### src/wdg_regs.vh
`ifndef WDG_REGS_VH
`define WDG_REGS_VH
// register indices; the bus byte address is four times the index
`define WDG_CTRL_ADDR      8'hAA
`define WDG_IRQ_STAT_ADDR  8'hB0
`define WDG_IRQ_MASK_ADDR  8'hB4
`define WDG_ENV_ADDR       8'hB8
`define WDG_TA_ADDR        8'hBC
// control field positions
`define WDG_RUN_BIT        7
`define WDG_CLR_BIT        6
`define WDG_TOF_BIT        5
`define WDG_SLEEP_BIT      4
`define WDG_RSTF_BIT       3
`define WDG_PS_MSB         2
// reset values
`define WDG_CTRL_POR       8'h07
`define WDG_MODE_GP        4'hF
`define WDG_MODE_STOP_IDLE 4'h5
// timed access unlock bytes
`define WDG_TA_KEY1        8'hAA
`define WDG_TA_KEY2        8'h55
`define WDG_TA_WINDOW      4'h4
// timing
`define WDG_INTERVAL_TICKS 64
`define WDG_GRACE_TICKS    512
`define WDG_OSC_HZ         10000
`define WDG_CLK_HZ         50000000
`define WDG_OSC_DIV        (`WDG_CLK_HZ / `WDG_OSC_HZ)
// bus response codes
`define WDG_RESP_OKAY      2'h0
`define WDG_RESP_SLVERR    2'h2
`endif

### src/wdg_prescaler.v
`timescale 1ns/10ps
`include "wdg_regs.vh"
// prescales the oscillator tick: codes 0..7 -> 1,4,8,...,256
module wdg_prescaler (
  // clock and reset
  input  wire       aclk,
  input  wire       aresetn,
  // control
  input  wire       tick_in,
  input  wire       enable,
  input  wire       clear,
  input  wire [2:0] sel,
  // output
  output reg        tick_out
);
  reg  [7:0] count;
  wire [7:0] limit;

  // code 0 divides by one, others by 2^(code+1)
  assign limit = (sel == 3'h0) ? 8'h00 : ((8'h02 << sel) - 8'h01);

  always @(posedge aclk) begin
    if (!aresetn || clear) begin
      count    <= 8'h00;
      tick_out <= 1'b0;
    end else begin
      tick_out <= 1'b0;
      if (enable && tick_in) begin
        if (count >= limit) begin
          count    <= 8'h00;
          tick_out <= 1'b1;
        end else begin
          count <= count + 8'h01;
        end
      end
    end
  end
endmodule // wdg_prescaler

### src/wdg_timer.v
`timescale 1ns/10ps
`include "wdg_regs.vh"
// Overview of operation
// - Mode field all ones makes a general-purpose timer; run and sleep-run bits writable.
// - In general-purpose mode the run bit starts and halts counting.
// - Completing the selected interval sets the time-out flag.
// - After a general-purpose time-out the counter keeps counting.
// - dog_irq only when the dog enable and global enable are both set; irq follows the masked status.
// - Counter ticks from the low-speed 10 kHz oscillator.
// - With sleep-run set, counting continues in power-down and wakes the core.
// - Sleep-run bit acts only in general-purpose mode; 0 stops in sleep.
// - Writing one to clear zeroes the counter; reads one while still pending.
// - Time-out flag is sticky; software clears it by writing one.
// - Reset flag set by a dog reset, cleared by power-on or by a control write of zero.
// - Control register at AAH, writes only through timed access, resets to 07h at power-on.
// - Mode 1111 general timer, 0101 reset timer stopping in sleep, else running.
// - Reset timer: no clear within 512 oscillator clocks after time-out resets.
// - Interval is 64 prescaled oscillator periods.
// - In reset-timer mode run bits are ignored; counting starts at once.
module wdg_timer #(
  parameter OSC_DIV = `WDG_OSC_DIV
) (
  // clock and reset
  input  wire        aclk,
  input  wire        aresetn,
  input  wire        por_event,
  // chip state
  input  wire [3:0]  dog_mode_cfg,
  input  wire        cpu_sleeping,
  // axi4-lite write address
  input  wire [9:0]  s_axi_awaddr,
  input  wire        s_axi_awvalid,
  output reg         s_axi_awready,
  // axi4-lite write data
  input  wire [31:0] s_axi_wdata,
  input  wire [3:0]  s_axi_wstrb,
  input  wire        s_axi_wvalid,
  output reg         s_axi_wready,
  // axi4-lite write response
  output reg  [1:0]  s_axi_bresp,
  output reg         s_axi_bvalid,
  input  wire        s_axi_bready,
  // axi4-lite read
  input  wire [9:0]  s_axi_araddr,
  input  wire        s_axi_arvalid,
  output reg         s_axi_arready,
  output reg  [31:0] s_axi_rdata,
  output reg  [1:0]  s_axi_rresp,
  output reg         s_axi_rvalid,
  input  wire        s_axi_rready,
  // outputs
  output reg         irq,
  output reg         dog_irq,
  output reg         wake_req,
  output reg         sys_reset_req
);
  // control fields
  reg        dog_run;
  reg        dog_run_in_sleep;
  reg        dog_timeout_flag;
  reg        dog_reset_flag;
  reg [2:0]  dog_prescale_sel;
  reg        clr_pending;
  // environment
  reg        dog_irq_enable;
  reg        global_irq_enable;
  reg [1:0]  irq_stat;
  reg [1:0]  irq_mask;
  // timed access
  reg [1:0]  ta_state;
  reg [3:0]  ta_window;
  // oscillator and counters
  reg [15:0] osc_cnt;
  reg        osc_tick;
  reg [5:0]  dog_count;
  reg [9:0]  grace_cnt;
  reg        grace_active;
  reg        dog_reset_seen;
  // bus holding
  reg        aw_held;
  reg        w_held;
  reg [7:0]  aw_addr;
  reg [31:0] w_data;
  reg [3:0]  w_strb;

  wire        pre_tick;
  wire        mode_gp;
  wire        counting;
  wire        ta_open;
  wire        wr_fire;
  wire        ctrl_wr;
  wire        timeout;
  wire [7:0]  ctrl_val;
  wire        clr_req;
  wire [1:0]  irq_events;
  reg  [31:0] rd_val;
  reg  [1:0]  rd_resp;

  localparam [9:0] GRACE_LAST = `WDG_GRACE_TICKS - 1;
  localparam [7:0] CTRL_POR   = `WDG_CTRL_POR;

  assign mode_gp = (dog_mode_cfg == `WDG_MODE_GP);
  // reset timer runs from start; gp needs run bit; sleep handling per mode
  assign counting = mode_gp ? (dog_run && (!cpu_sleeping || dog_run_in_sleep))
                            : (!cpu_sleeping || (dog_mode_cfg != `WDG_MODE_STOP_IDLE));
  assign ta_open  = (ta_state == 2'h2);
  assign wr_fire  = aw_held && w_held && !s_axi_bvalid;
  assign ctrl_wr  = wr_fire && (aw_addr == `WDG_CTRL_ADDR) && w_strb[0] && ta_open;
  assign clr_req  = ctrl_wr && w_data[`WDG_CLR_BIT];
  assign timeout  = pre_tick && (dog_count == 6'h3F);
  assign ctrl_val = {dog_run, clr_pending, dog_timeout_flag, dog_run_in_sleep,
                     dog_reset_flag, dog_prescale_sel};
  assign irq_events = {sys_reset_req, timeout};

  // oscillator tick derived from system clock
  always @(posedge aclk) begin
    if (!aresetn) begin
      osc_cnt  <= 16'h0000;
      osc_tick <= 1'b0;
    end else if (osc_cnt == OSC_DIV[15:0] - 16'h0001) begin
      osc_cnt  <= 16'h0000;
      osc_tick <= 1'b1;
    end else begin
      osc_cnt  <= osc_cnt + 16'h0001;
      osc_tick <= 1'b0;
    end
  end

  wdg_prescaler u_pre (
    .aclk     (aclk),
    .aresetn  (aresetn),
    .tick_in  (osc_tick),
    .enable   (counting),
    .clear    (clr_pending),
    .sel      (dog_prescale_sel),
    .tick_out (pre_tick)
  );

  // interval counter; wraps and keeps going after a time-out
  always @(posedge aclk) begin
    if (!aresetn || clr_pending) begin
      dog_count <= 6'h00;
    end else if (pre_tick) begin
      dog_count <= dog_count + 6'h01;
    end
  end

  // clear takes effect one cycle later, so the bit reads back one meanwhile
  always @(posedge aclk) begin
    if (!aresetn) begin
      clr_pending <= 1'b0;
    end else begin
      clr_pending <= clr_req;
    end
  end

  // grace window before a reset in reset-timer mode
  always @(posedge aclk) begin
    if (!aresetn) begin
      grace_active  <= 1'b0;
      grace_cnt     <= 10'h000;
      sys_reset_req <= 1'b0;
    end else begin
      sys_reset_req <= 1'b0;
      if (clr_req) begin
        grace_active <= 1'b0;
      end else if (timeout && !mode_gp && !grace_active) begin
        grace_active <= 1'b1;
        grace_cnt    <= 10'h000;
      end else if (grace_active && osc_tick) begin
        if (grace_cnt == GRACE_LAST) begin
          grace_active  <= 1'b0;
          sys_reset_req <= 1'b1;
        end else begin
          grace_cnt <= grace_cnt + 10'h001;
        end
      end
    end
  end

  // reset seen survives aresetn; it follows sys_reset_req a cycle later, power-on clears it
  always @(posedge aclk) begin
    if (por_event) begin
      dog_reset_seen <= 1'b0;
    end else begin
      dog_reset_seen <= sys_reset_req;
    end
  end

  // fields with power-on-only reset behaviour
  always @(posedge aclk) begin
    if (por_event) begin
      dog_reset_flag   <= 1'b0;
      dog_prescale_sel <= CTRL_POR[`WDG_PS_MSB:0];
    end else if (dog_reset_seen) begin
      dog_reset_flag <= 1'b1;
    end else if (ctrl_wr) begin
      dog_reset_flag   <= w_data[`WDG_RSTF_BIT];
      dog_prescale_sel <= w_data[`WDG_PS_MSB:0];
    end
  end

  // ordinary control fields
  always @(posedge aclk) begin
    if (!aresetn) begin
      dog_run          <= 1'b0;
      dog_run_in_sleep <= 1'b0;
      dog_timeout_flag <= 1'b0;
    end else begin
      if (ctrl_wr && mode_gp) begin
        dog_run          <= w_data[`WDG_RUN_BIT];
        dog_run_in_sleep <= w_data[`WDG_SLEEP_BIT];
      end
      // set wins over a simultaneous software clear
      if (timeout) begin
        dog_timeout_flag <= 1'b1;
      end else if (ctrl_wr && w_data[`WDG_TOF_BIT]) begin
        dog_timeout_flag <= 1'b0;
      end
    end
  end

  // timed access: two keys, then a short window for one write
  always @(posedge aclk) begin
    if (!aresetn) begin
      ta_state  <= 2'h0;
      ta_window <= 4'h0;
    end else if (wr_fire && aw_addr == `WDG_TA_ADDR && w_strb[0]) begin
      if (w_data[7:0] == `WDG_TA_KEY1) begin
        ta_state <= 2'h1;
      end else if (ta_state == 2'h1 && w_data[7:0] == `WDG_TA_KEY2) begin
        ta_state  <= 2'h2;
        ta_window <= `WDG_TA_WINDOW;
      end else begin
        ta_state <= 2'h0;
      end
    end else if (ctrl_wr) begin
      ta_state <= 2'h0;
    end else if (ta_state == 2'h2) begin
      if (ta_window == 4'h0) begin
        ta_state <= 2'h0;
      end else begin
        ta_window <= ta_window - 4'h1;
      end
    end
  end

  // environment, sticky status and mask
  always @(posedge aclk) begin
    if (!aresetn) begin
      dog_irq_enable    <= 1'b0;
      global_irq_enable <= 1'b0;
      irq_stat          <= 2'h0;
      irq_mask          <= 2'h0;
    end else begin
      if (wr_fire && aw_addr == `WDG_ENV_ADDR && w_strb[0]) begin
        dog_irq_enable    <= w_data[4];
        global_irq_enable <= w_data[7];
      end
      if (wr_fire && aw_addr == `WDG_IRQ_MASK_ADDR && w_strb[0]) begin
        irq_mask <= w_data[1:0];
      end
      if (wr_fire && aw_addr == `WDG_IRQ_STAT_ADDR && w_strb[0]) begin
        irq_stat <= (irq_stat & ~w_data[1:0]) | irq_events;
      end else begin
        irq_stat <= irq_stat | irq_events;
      end
    end
  end

  // registered outputs
  always @(posedge aclk) begin
    if (!aresetn) begin
      irq      <= 1'b0;
      dog_irq  <= 1'b0;
      wake_req <= 1'b0;
    end else begin
      irq      <= |(irq_stat & irq_mask);
      dog_irq  <= dog_timeout_flag && dog_irq_enable && global_irq_enable;
      // wake only when counting carried on through sleep
      wake_req <= timeout && cpu_sleeping;
    end
  end

  // write channel: address and data taken in either order
  always @(posedge aclk) begin
    if (!aresetn) begin
      aw_held       <= 1'b0;
      w_held        <= 1'b0;
      aw_addr       <= 8'h00;
      w_data        <= 32'h0000_0000;
      w_strb        <= 4'h0;
      s_axi_awready <= 1'b0;
      s_axi_wready  <= 1'b0;
      s_axi_bvalid  <= 1'b0;
      s_axi_bresp   <= `WDG_RESP_OKAY;
    end else begin
      s_axi_awready <= 1'b0;
      s_axi_wready  <= 1'b0;
      if (s_axi_awvalid && !aw_held && !s_axi_awready) begin
        s_axi_awready <= 1'b1;
        aw_held       <= 1'b1;
        aw_addr       <= s_axi_awaddr[9:2];
      end
      if (s_axi_wvalid && !w_held && !s_axi_wready) begin
        s_axi_wready <= 1'b1;
        w_held       <= 1'b1;
        w_data       <= s_axi_wdata;
        w_strb       <= s_axi_wstrb;
      end
      if (wr_fire) begin
        s_axi_bvalid <= 1'b1;
        case (aw_addr)
          `WDG_CTRL_ADDR, `WDG_IRQ_STAT_ADDR, `WDG_IRQ_MASK_ADDR,
          `WDG_ENV_ADDR, `WDG_TA_ADDR: s_axi_bresp <= `WDG_RESP_OKAY;
          default: s_axi_bresp <= `WDG_RESP_SLVERR;
        endcase
      end else if (s_axi_bvalid && s_axi_bready) begin
        s_axi_bvalid <= 1'b0;
        aw_held      <= 1'b0;
        w_held       <= 1'b0;
      end
    end
  end

  // read decode
  always @* begin
    rd_val  = 32'h0000_0000;
    rd_resp = `WDG_RESP_OKAY;
    case (s_axi_araddr[9:2])
      `WDG_CTRL_ADDR:     rd_val = {24'h000000, ctrl_val};
      `WDG_IRQ_STAT_ADDR: rd_val = {30'h00000000, irq_stat};
      `WDG_IRQ_MASK_ADDR: rd_val = {30'h00000000, irq_mask};
      `WDG_ENV_ADDR:      rd_val = {24'h000000, global_irq_enable, 2'h0, dog_irq_enable, 4'h0};
      `WDG_TA_ADDR:       rd_val = {30'h00000000, ta_state};
      default:            rd_resp = `WDG_RESP_SLVERR;
    endcase
  end

  // read data only follows the address handshake, never precedes it
  always @(posedge aclk) begin
    if (!aresetn) begin
      s_axi_arready <= 1'b0;
      s_axi_rvalid  <= 1'b0;
      s_axi_rdata   <= 32'h0000_0000;
      s_axi_rresp   <= `WDG_RESP_OKAY;
    end else begin
      s_axi_arready <= 1'b0;
      if (s_axi_rvalid) begin
        if (s_axi_rready) begin
          s_axi_rvalid <= 1'b0;
        end
      end else if (s_axi_arvalid && s_axi_arready) begin
        s_axi_rvalid <= 1'b1;
        s_axi_rdata  <= rd_val;
        s_axi_rresp  <= rd_resp;
      end else if (s_axi_arvalid) begin
        s_axi_arready <= 1'b1;
      end
    end
  end
endmodule // wdg_timer
### config.mk
export PLATFORM = sky130hd
export DESIGN_NAME = wdg_timer
export DESIGN_NICKNAME = d
export VERILOG_FILES = /design/src/wdg_prescaler.v /design/src/wdg_timer.v
export VERILOG_INCLUDE_DIRS = /design/src
export SDC_FILE = /design/constraint.sdc
export NUM_CORES = 1
export LEC_CHECK = 0
export ABC_CLOCK_PERIOD_IN_PS = 3600
export BUFFER_PORTS_ARGS = -buffer_cell sky130_fd_sc_hd__buf_2
export CAP_MARGIN = 10
export CORE_MARGIN = 2
export CORE_UTILIZATION = 58
export DETAILED_ROUTE_END_ITERATION = 6
export GPL_ROUTABILITY_DRIVEN = 0
export GPL_TIMING_DRIVEN = 0
export HOLD_SLACK_MARGIN = 0.12
export PLACE_DENSITY = 0.85
export SETUP_SLACK_MARGIN = 0.05
export SLEW_MARGIN = 20
export SYNTH_ARGS = -nofsm -noshare
export SYNTH_HDL_FRONTEND = slang
export SYNTH_SLANG_ARGS = --single-unit
### constraint.sdc
create_clock -name aclk -period 3.6 [get_ports aclk]
set_input_delay 0.18 -clock aclk [delete_from_list [all_inputs] [get_ports aclk]]
set_output_delay 0.18 -clock aclk [all_outputs]
set_load 0.03 [all_outputs]
==> impl_metrics.toml, run 1 <==
[outcome]
status = "completed"

[grt]
grt_pass1_vias = 4152
grt_pass1_wl_um = 18440
grt_max_degree = 17
track_usage_pct = 25.48
grt-ovfl-total = 0
antenna_found_initial = 0

[cts]
cts_root_buf = "clkbuf_8"
cts_resized = 0
cts_buffers = 9
cts.sinks = 102
clkLatencyLatePin_ps = 370
cts_buffer_depth = 2
h-tree-depth = 3
cts_tree = "yes"
worst_setup_hold_path_clk_slew_ps = 100

[routing]
dr.pass1.iters = 4
ant_nets = 0
viasPerCell = 5.704
wire_per_inst_um = 14.82
vias = 4415
drc = 0
drt_first_iter_violations = 292
drt_wl_total_um = 11470

[critical_path]
end_kind = "flip-flop"
crit_path_start_kind = "flip-flop"
crit_arrival_ps = 2600
worst-path-max-fanout = 8
worstPathRequired_ps = 3880
worstSetupPathType = "flip-flop to flip-flop"

[sta]
hold_viol = 0
relSlewSlack_pct = 53.06
clock_skew_ps = 14.17
timing.hold.ws_ps = 153.8
rsz0062_at_grt = "no"
tns_ps = 0
tightest_slew_ps = 694.7
fin_crit_sh_pct = 64.42
final-setup-viol-count = 0
period_minus_slack_ps = 2319
fmax_mhz = 431.2
final_max_slew_viol_count = 0

[synth]
ys_seq_area_share_pct = 41.76
yosysMostFrequentCell = "dfxtp_1"
synth_top_cell_area_share_pct = 41.76
async_flop_share_pct = 0
synth_cells = 553
synth_largest_area_cell = "dfxtp_1"
synth-compound-area-share_pct = 11.85
synth_top_family_by_area = "simple AND/OR/NAND/NOR gates"
synth_edf_count = 0
syn_avg_cell_area_um2 = 8.842
synth_area_leaders = "dfxtp_1 42%, nor2_1 5.6%, mux2i_1 5.1%"
netlist_area_um2 = 4890
synthTopCellsByCount = "102 x dfxtp_1, 73 x nor2_1, 40 x nand2_1"
ys_seq_elements = 102
synth-simple-area-share_pct = 27.56
synth.mux.area_fraction_pct = 5.118
synthXorXnorAreaFrac_pct = 3.582
synth_warnings = 0
ys_types = 60
ys.flop_type = "dfxtp_1"
synthAdderAreaFrac_pct = 3.327

[power_and_ir_drop]
p_per_area_nw_per_um2 = 356.4
leakagePower_uw = 0.002447
power_uw = 2061
ir_drop_mv = 0.3359

[floorplan]
ios = 114
initial_core_util_pct = 59.81
coreArea_um2 = 8175
die_w_um = 95.82
die-area_um2 = 9181
dieHeight_um = 95.82
rows = 33

[placed_design]
portBuffers = 54
place_inst = 737
dp_hpwl_um = 8131
dpl-instance-area_um2 = 5385

[cells_and_area]
layout-drive-gt1-share_pct = 17.34
fin_cells = 774
stdcell_area_um2 = 5782
antennaDiodeCount = 0
nets = 746
area_delta_synth_final_pct = 18.24
n_fill_cell = 609

[job]
maxCapViolCount = 0

[hold_path]
hold_path.class = "input pin to flip-flop"
## metal layers
layer | track usage [%] | up-vias | wire length [um]
met1 | 29.23 | 2072 | 4622
met2 | 46.79 | 169 | 5880
met4 | 9.405 | 0 | 234
li1 | - | 2141 | -
met3 | 4.777 | 33 | 732
met5 | 0 | - | 0
## metrics by stage
stage / setup WS, ps / util [%]
after floorplan: 1660 / -
after global placement: 1403 / 65.87
after detailed placement: 1320 / 65.87
after CTS: 1302 / 70.72
after global routing: 1096 / 70.72
final: 1281 / 70.72
## worst max-delay path: stages (launching register included)
cell and delay [ps]:
dfxtp_1 390, or3_1 420, ha_1 290, nor2b_1 110
o21ai_0 80, a21oi_1 440, nand2b_1 230, o41ai_1 270
## worst paths after layout
check | start | endpoint | slack [ps] | depth (start not counted)
setup / recovery | dog_prescale_sel[2] | u_pre.count[3] | 1280 | 7
hold / removal | cpu_sleeping | wake_req | 150 | 2
hold reg to reg | s_axi_rdata[2] | s_axi_rdata[2] | 450 | 2
setup reg to reg | dog_prescale_sel[2] | u_pre.count[3] | 1280 | 7
## placed cells by master (no fill, tap or decap), drive strengths merged, types with 3 or more instances in the layout
cell type,synthesis,layout
and4,5,5
buf,35,89
a31o,3,3
ha,13,13
o41ai,3,3
dfxtp,102,102
or3,4,4
nand2b,6,6
a21oi,31,31
nor4,3,3
a22oi,5,5
o21ai,29,29
nor4b,5,5
a31oi,9,9
mux2i,25,25
a211oi,5,5
nand4bb,5,5
nand4,12,12
nor2b,10,10
and2,6,6
and3,11,11
conb,1,26
xor2,13,13
clkinv,0,4
nand2,40,40
nand3,32,32
nand3b,3,3
nor4bb,3,3
clkbuf,8,20
xnor2,7,7
dlygate4sd3,0,21
nor3,6,6
a32oi,3,3
nor2,75,75
inv,15,15
## layout make-up
cell class                 count  area (um^2)  share of cell area [%]
multi-input combinational    418         2613                   45.19
sequential                   102         2042                   35.32
clock inverter                 4        31.28                  0.5410
inverter                      15        56.30                  0.9738
clock buffer                  12        155.1                   2.683
buffer                        43        272.8                   4.718
tap                          105        131.4                   2.272
timing repair buffer          75        480.5                   8.310
## state kept, by name, indices dropped and copies added (netlist names), 2 cells and up
name,count
w_data,8
aw_addr,8
ta_state,2
dog_prescale_sel,3
u_pre.count,8
ta_window,4
dog_count,6
osc_cnt,16
s_axi_rdata,8
grace_cnt,10
irq_mask,2
irq_stat,2
## logic make-up (layout without fill, tap and decap cells)
logic type / count (synthesis) / in the layout
adders and majority gates: 13 / 13
xor gates and xnor gates: 20 / 20
muxes: 25 / 25
buffers and inverters: 58 / 149
DFF: 102 / 102
AOI/OAI and AO/OA: 97 / 97
other: 1 / 26
and+or+nand+nor: 237 / 237
## what timing repair did
item                                   4_1_cts  5_1_grt
setup buffers                                0        0
hold buffers                                21        0
endpoints found under the hold margin       25        0
## report_power, final
group / switching, uW / internal [uW] / leakage [uW]
clock network: 390 / 292 / 0.0000965
logic: 121 / 87.0 / 0.00152
registers: 21.3 / 1150 / 0.000826
total: 532 / 1530 / 0.00245
Power figures use the tool's default switching activity.
==> run 2: changes to the inputs <==
- ABC_CLOCK_PERIOD_IN_PS: 3600 -> 1950
- CORE_UTILIZATION: 58 -> 49
- PLACE_DENSITY: 0.85 -> 0.77
- clock period: 3.6 -> 1.95 ns (I/O delays scaled with it)
==> run 2 against run 1 <==
Effect of this change:
- maximum frequency up 21%
- setup slack worse by 1200 ps
- first-iteration DRC count down 7.9%
- critical path depth up 2
- combinational power up 86%
- largest cell class unchanged
- cell count up 4.8%
- critical endpoint is now u_pre.tick_out
- register-to-register slack worse by 1200 ps
- utilization down 9.2 points
- design area up 3.6%
- critical path type unchanged
- power up 86%
==> impl_metrics.toml, run 2 (same netlist as run 1, synthesis figures left out) <==
[outcome]
status = "completed"

[sta]
final-setup-viol-count = 0
period_minus_slack_ps = 1911
tns_ps = 0
final_max_slew_viol_count = 0
fin_crit_sh_pct = 97.99
fmax_mhz = 523.3
hold_viol = 0
tightest_slew_ps = 721.3
rsz0062_at_grt = "yes"
relSlewSlack_pct = 51.73
finalWorstSetupSlack_ps = 39.13
clock_skew_ps = 9.945

[power_and_ir_drop]
leakagePower_uw = 0.002516
ir_drop_mv = 0.4690
p_per_area_nw_per_um2 = 641.4

[cells_and_area]
largest-register = "osc_cnt"
area_delta_synth_final_pct = 22.49
largest_reg_flops = 16
stdcell_area_um2 = 5989
layout-drive-gt1-share_pct = 20.94
fin_cells = 811
most-common-layout-cells = "99 x dfxtp_1, 72 x nor2_1, 59 x buf_2, 40 x nand2_1, 33 x buf_4"
reg_top3 = "osc_cnt: 16 flops, grace_cnt: 10 flops"
antennaDiodeCount = 0
nets = 755
final_common_cell = "dfxtp_1"

[cts]
clkLatencyLatePin_ps = 370
cts.sinks = 102
cts_buffer_depth = 2
cts_tree = "yes"
cts_buffers = 9
worst_setup_hold_path_clk_slew_ps = 100
h-tree-depth = 3
cts_root_buf = "clkbuf_8"

[placed_design]
dpl-instance-area_um2 = 5424
place_inst = 765
portBuffers = 54
dpl_worst_slack_ps = -219.2
dp_hpwl_um = 8090

[floorplan]
die-area_um2 = 10790
coreArea_um2 = 9729
die_w_um = 103.9
initial_core_util_pct = 50.26
rows = 36
ios = 114
dieHeight_um = 103.9

[critical_path]
end_kind = "flip-flop"
crit_path_start_kind = "flip-flop"
worst-path-max-fanout = 5
worstPathRequired_ps = 2190
worstSetupPathType = "flip-flop to flip-flop"
crit_arrival_ps = 2150

[grt]
antenna_found_initial = 0
grt_max_degree = 17
grt_pass1_wl_um = 19050
grt_pass1_vias = 4089
grt-ovfl-total = 0
track_usage_pct = 21.35

[routing]
drt_wl_total_um = 11320
dr.pass1.iters = 5
ant_nets = 0
viasPerCell = 5.400
vias = 4379
wire_per_inst_um = 13.96
drc = 0
drt_first_iter_violations = 269

[job]
maxCapViolCount = 0

[hold_path]
hold_path.class = "input pin to flip-flop"
## run 2: cell count changes in the layout (fill, tap and decap cells not counted), sizes merged
cell and change:
buf +7, clkbuf +1, clkinv -2, dlygate4sd3 +2
inv +1
## run 2: repair_timing
action	CTS	global route
resized for setup	11	12
pin swaps	1	5
setup buffers	4	3
endpoints found under the hold margin	28	0
setup endpoints to repair	8	29
hold buffers	23	0
## run 2: final timing paths
| check | from | end | slack, ps | cells past startpoint |
|---|---|---|---|---|
| min | aresetn | grace_cnt[3] | 140 | 3 |
| max | dog_prescale_sel[0] | u_pre.tick_out | 40 | 9 |
| max reg2reg | dog_prescale_sel[0] | u_pre.tick_out | 40 | 9 |
| min reg2reg | s_axi_rdata[3] | s_axi_rdata[3] | 450 | 2 |
## run 2: final cells by class
cell class | instances | area (um^2)
Timing Repair Buffer | 84 | 553.0
Inverter | 15 | 56.30
Clock inverter | 3 | 26.28
Buffer | 43 | 274.0
Sequential cell | 102 | 2051
Clock buffer | 13 | 168.9
Multi-Input combinational cell | 418 | 2694
Fill cell | 828 | 3740
Tap cell | 133 | 166.4
## run 2: where the power goes
part / internal, uW / switching (uW)
clock: 580 / 718
sequential: 2120 / 38.5
combinational: 164 / 222
## run 2: through the flow
step / hold WS (ps) / util, % / power, uW
floorplan: 164.2 / - / 2454
global placement: 315.8 / 55.75 / 2540
detailed placement: 315.8 / 55.75 / 2550
CTS: 125.9 / 60.93 / 3854
global route: 157.8 / 61.56 / 3978
finish: 137.9 / 61.56 / 3842
## run 2: per-layer routing
| layer | vias up | track usage [%] | part of all wire, % |
|---|---|---|---|
| met4 | 0 | 7.239 | 2.6 |
| met1 | 2030 | 27.34 | 43 |
| met3 | 25 | 4.073 | 6.7 |
| met2 | 163 | 36.14 | 48 |
| met5 | - | 0 | 0 |
| li1 | 2161 | - | - |
## run 2: critical path, cell delays in order, from the launching register on
cell and delay (ps):
dfxtp_4 370, or3_4 410, inv_2 60, ha_1 220, nand2_1 70, o21ai_1 80, a21oi_2 260, buf_4 190
buf_4 100, nor3_1 40
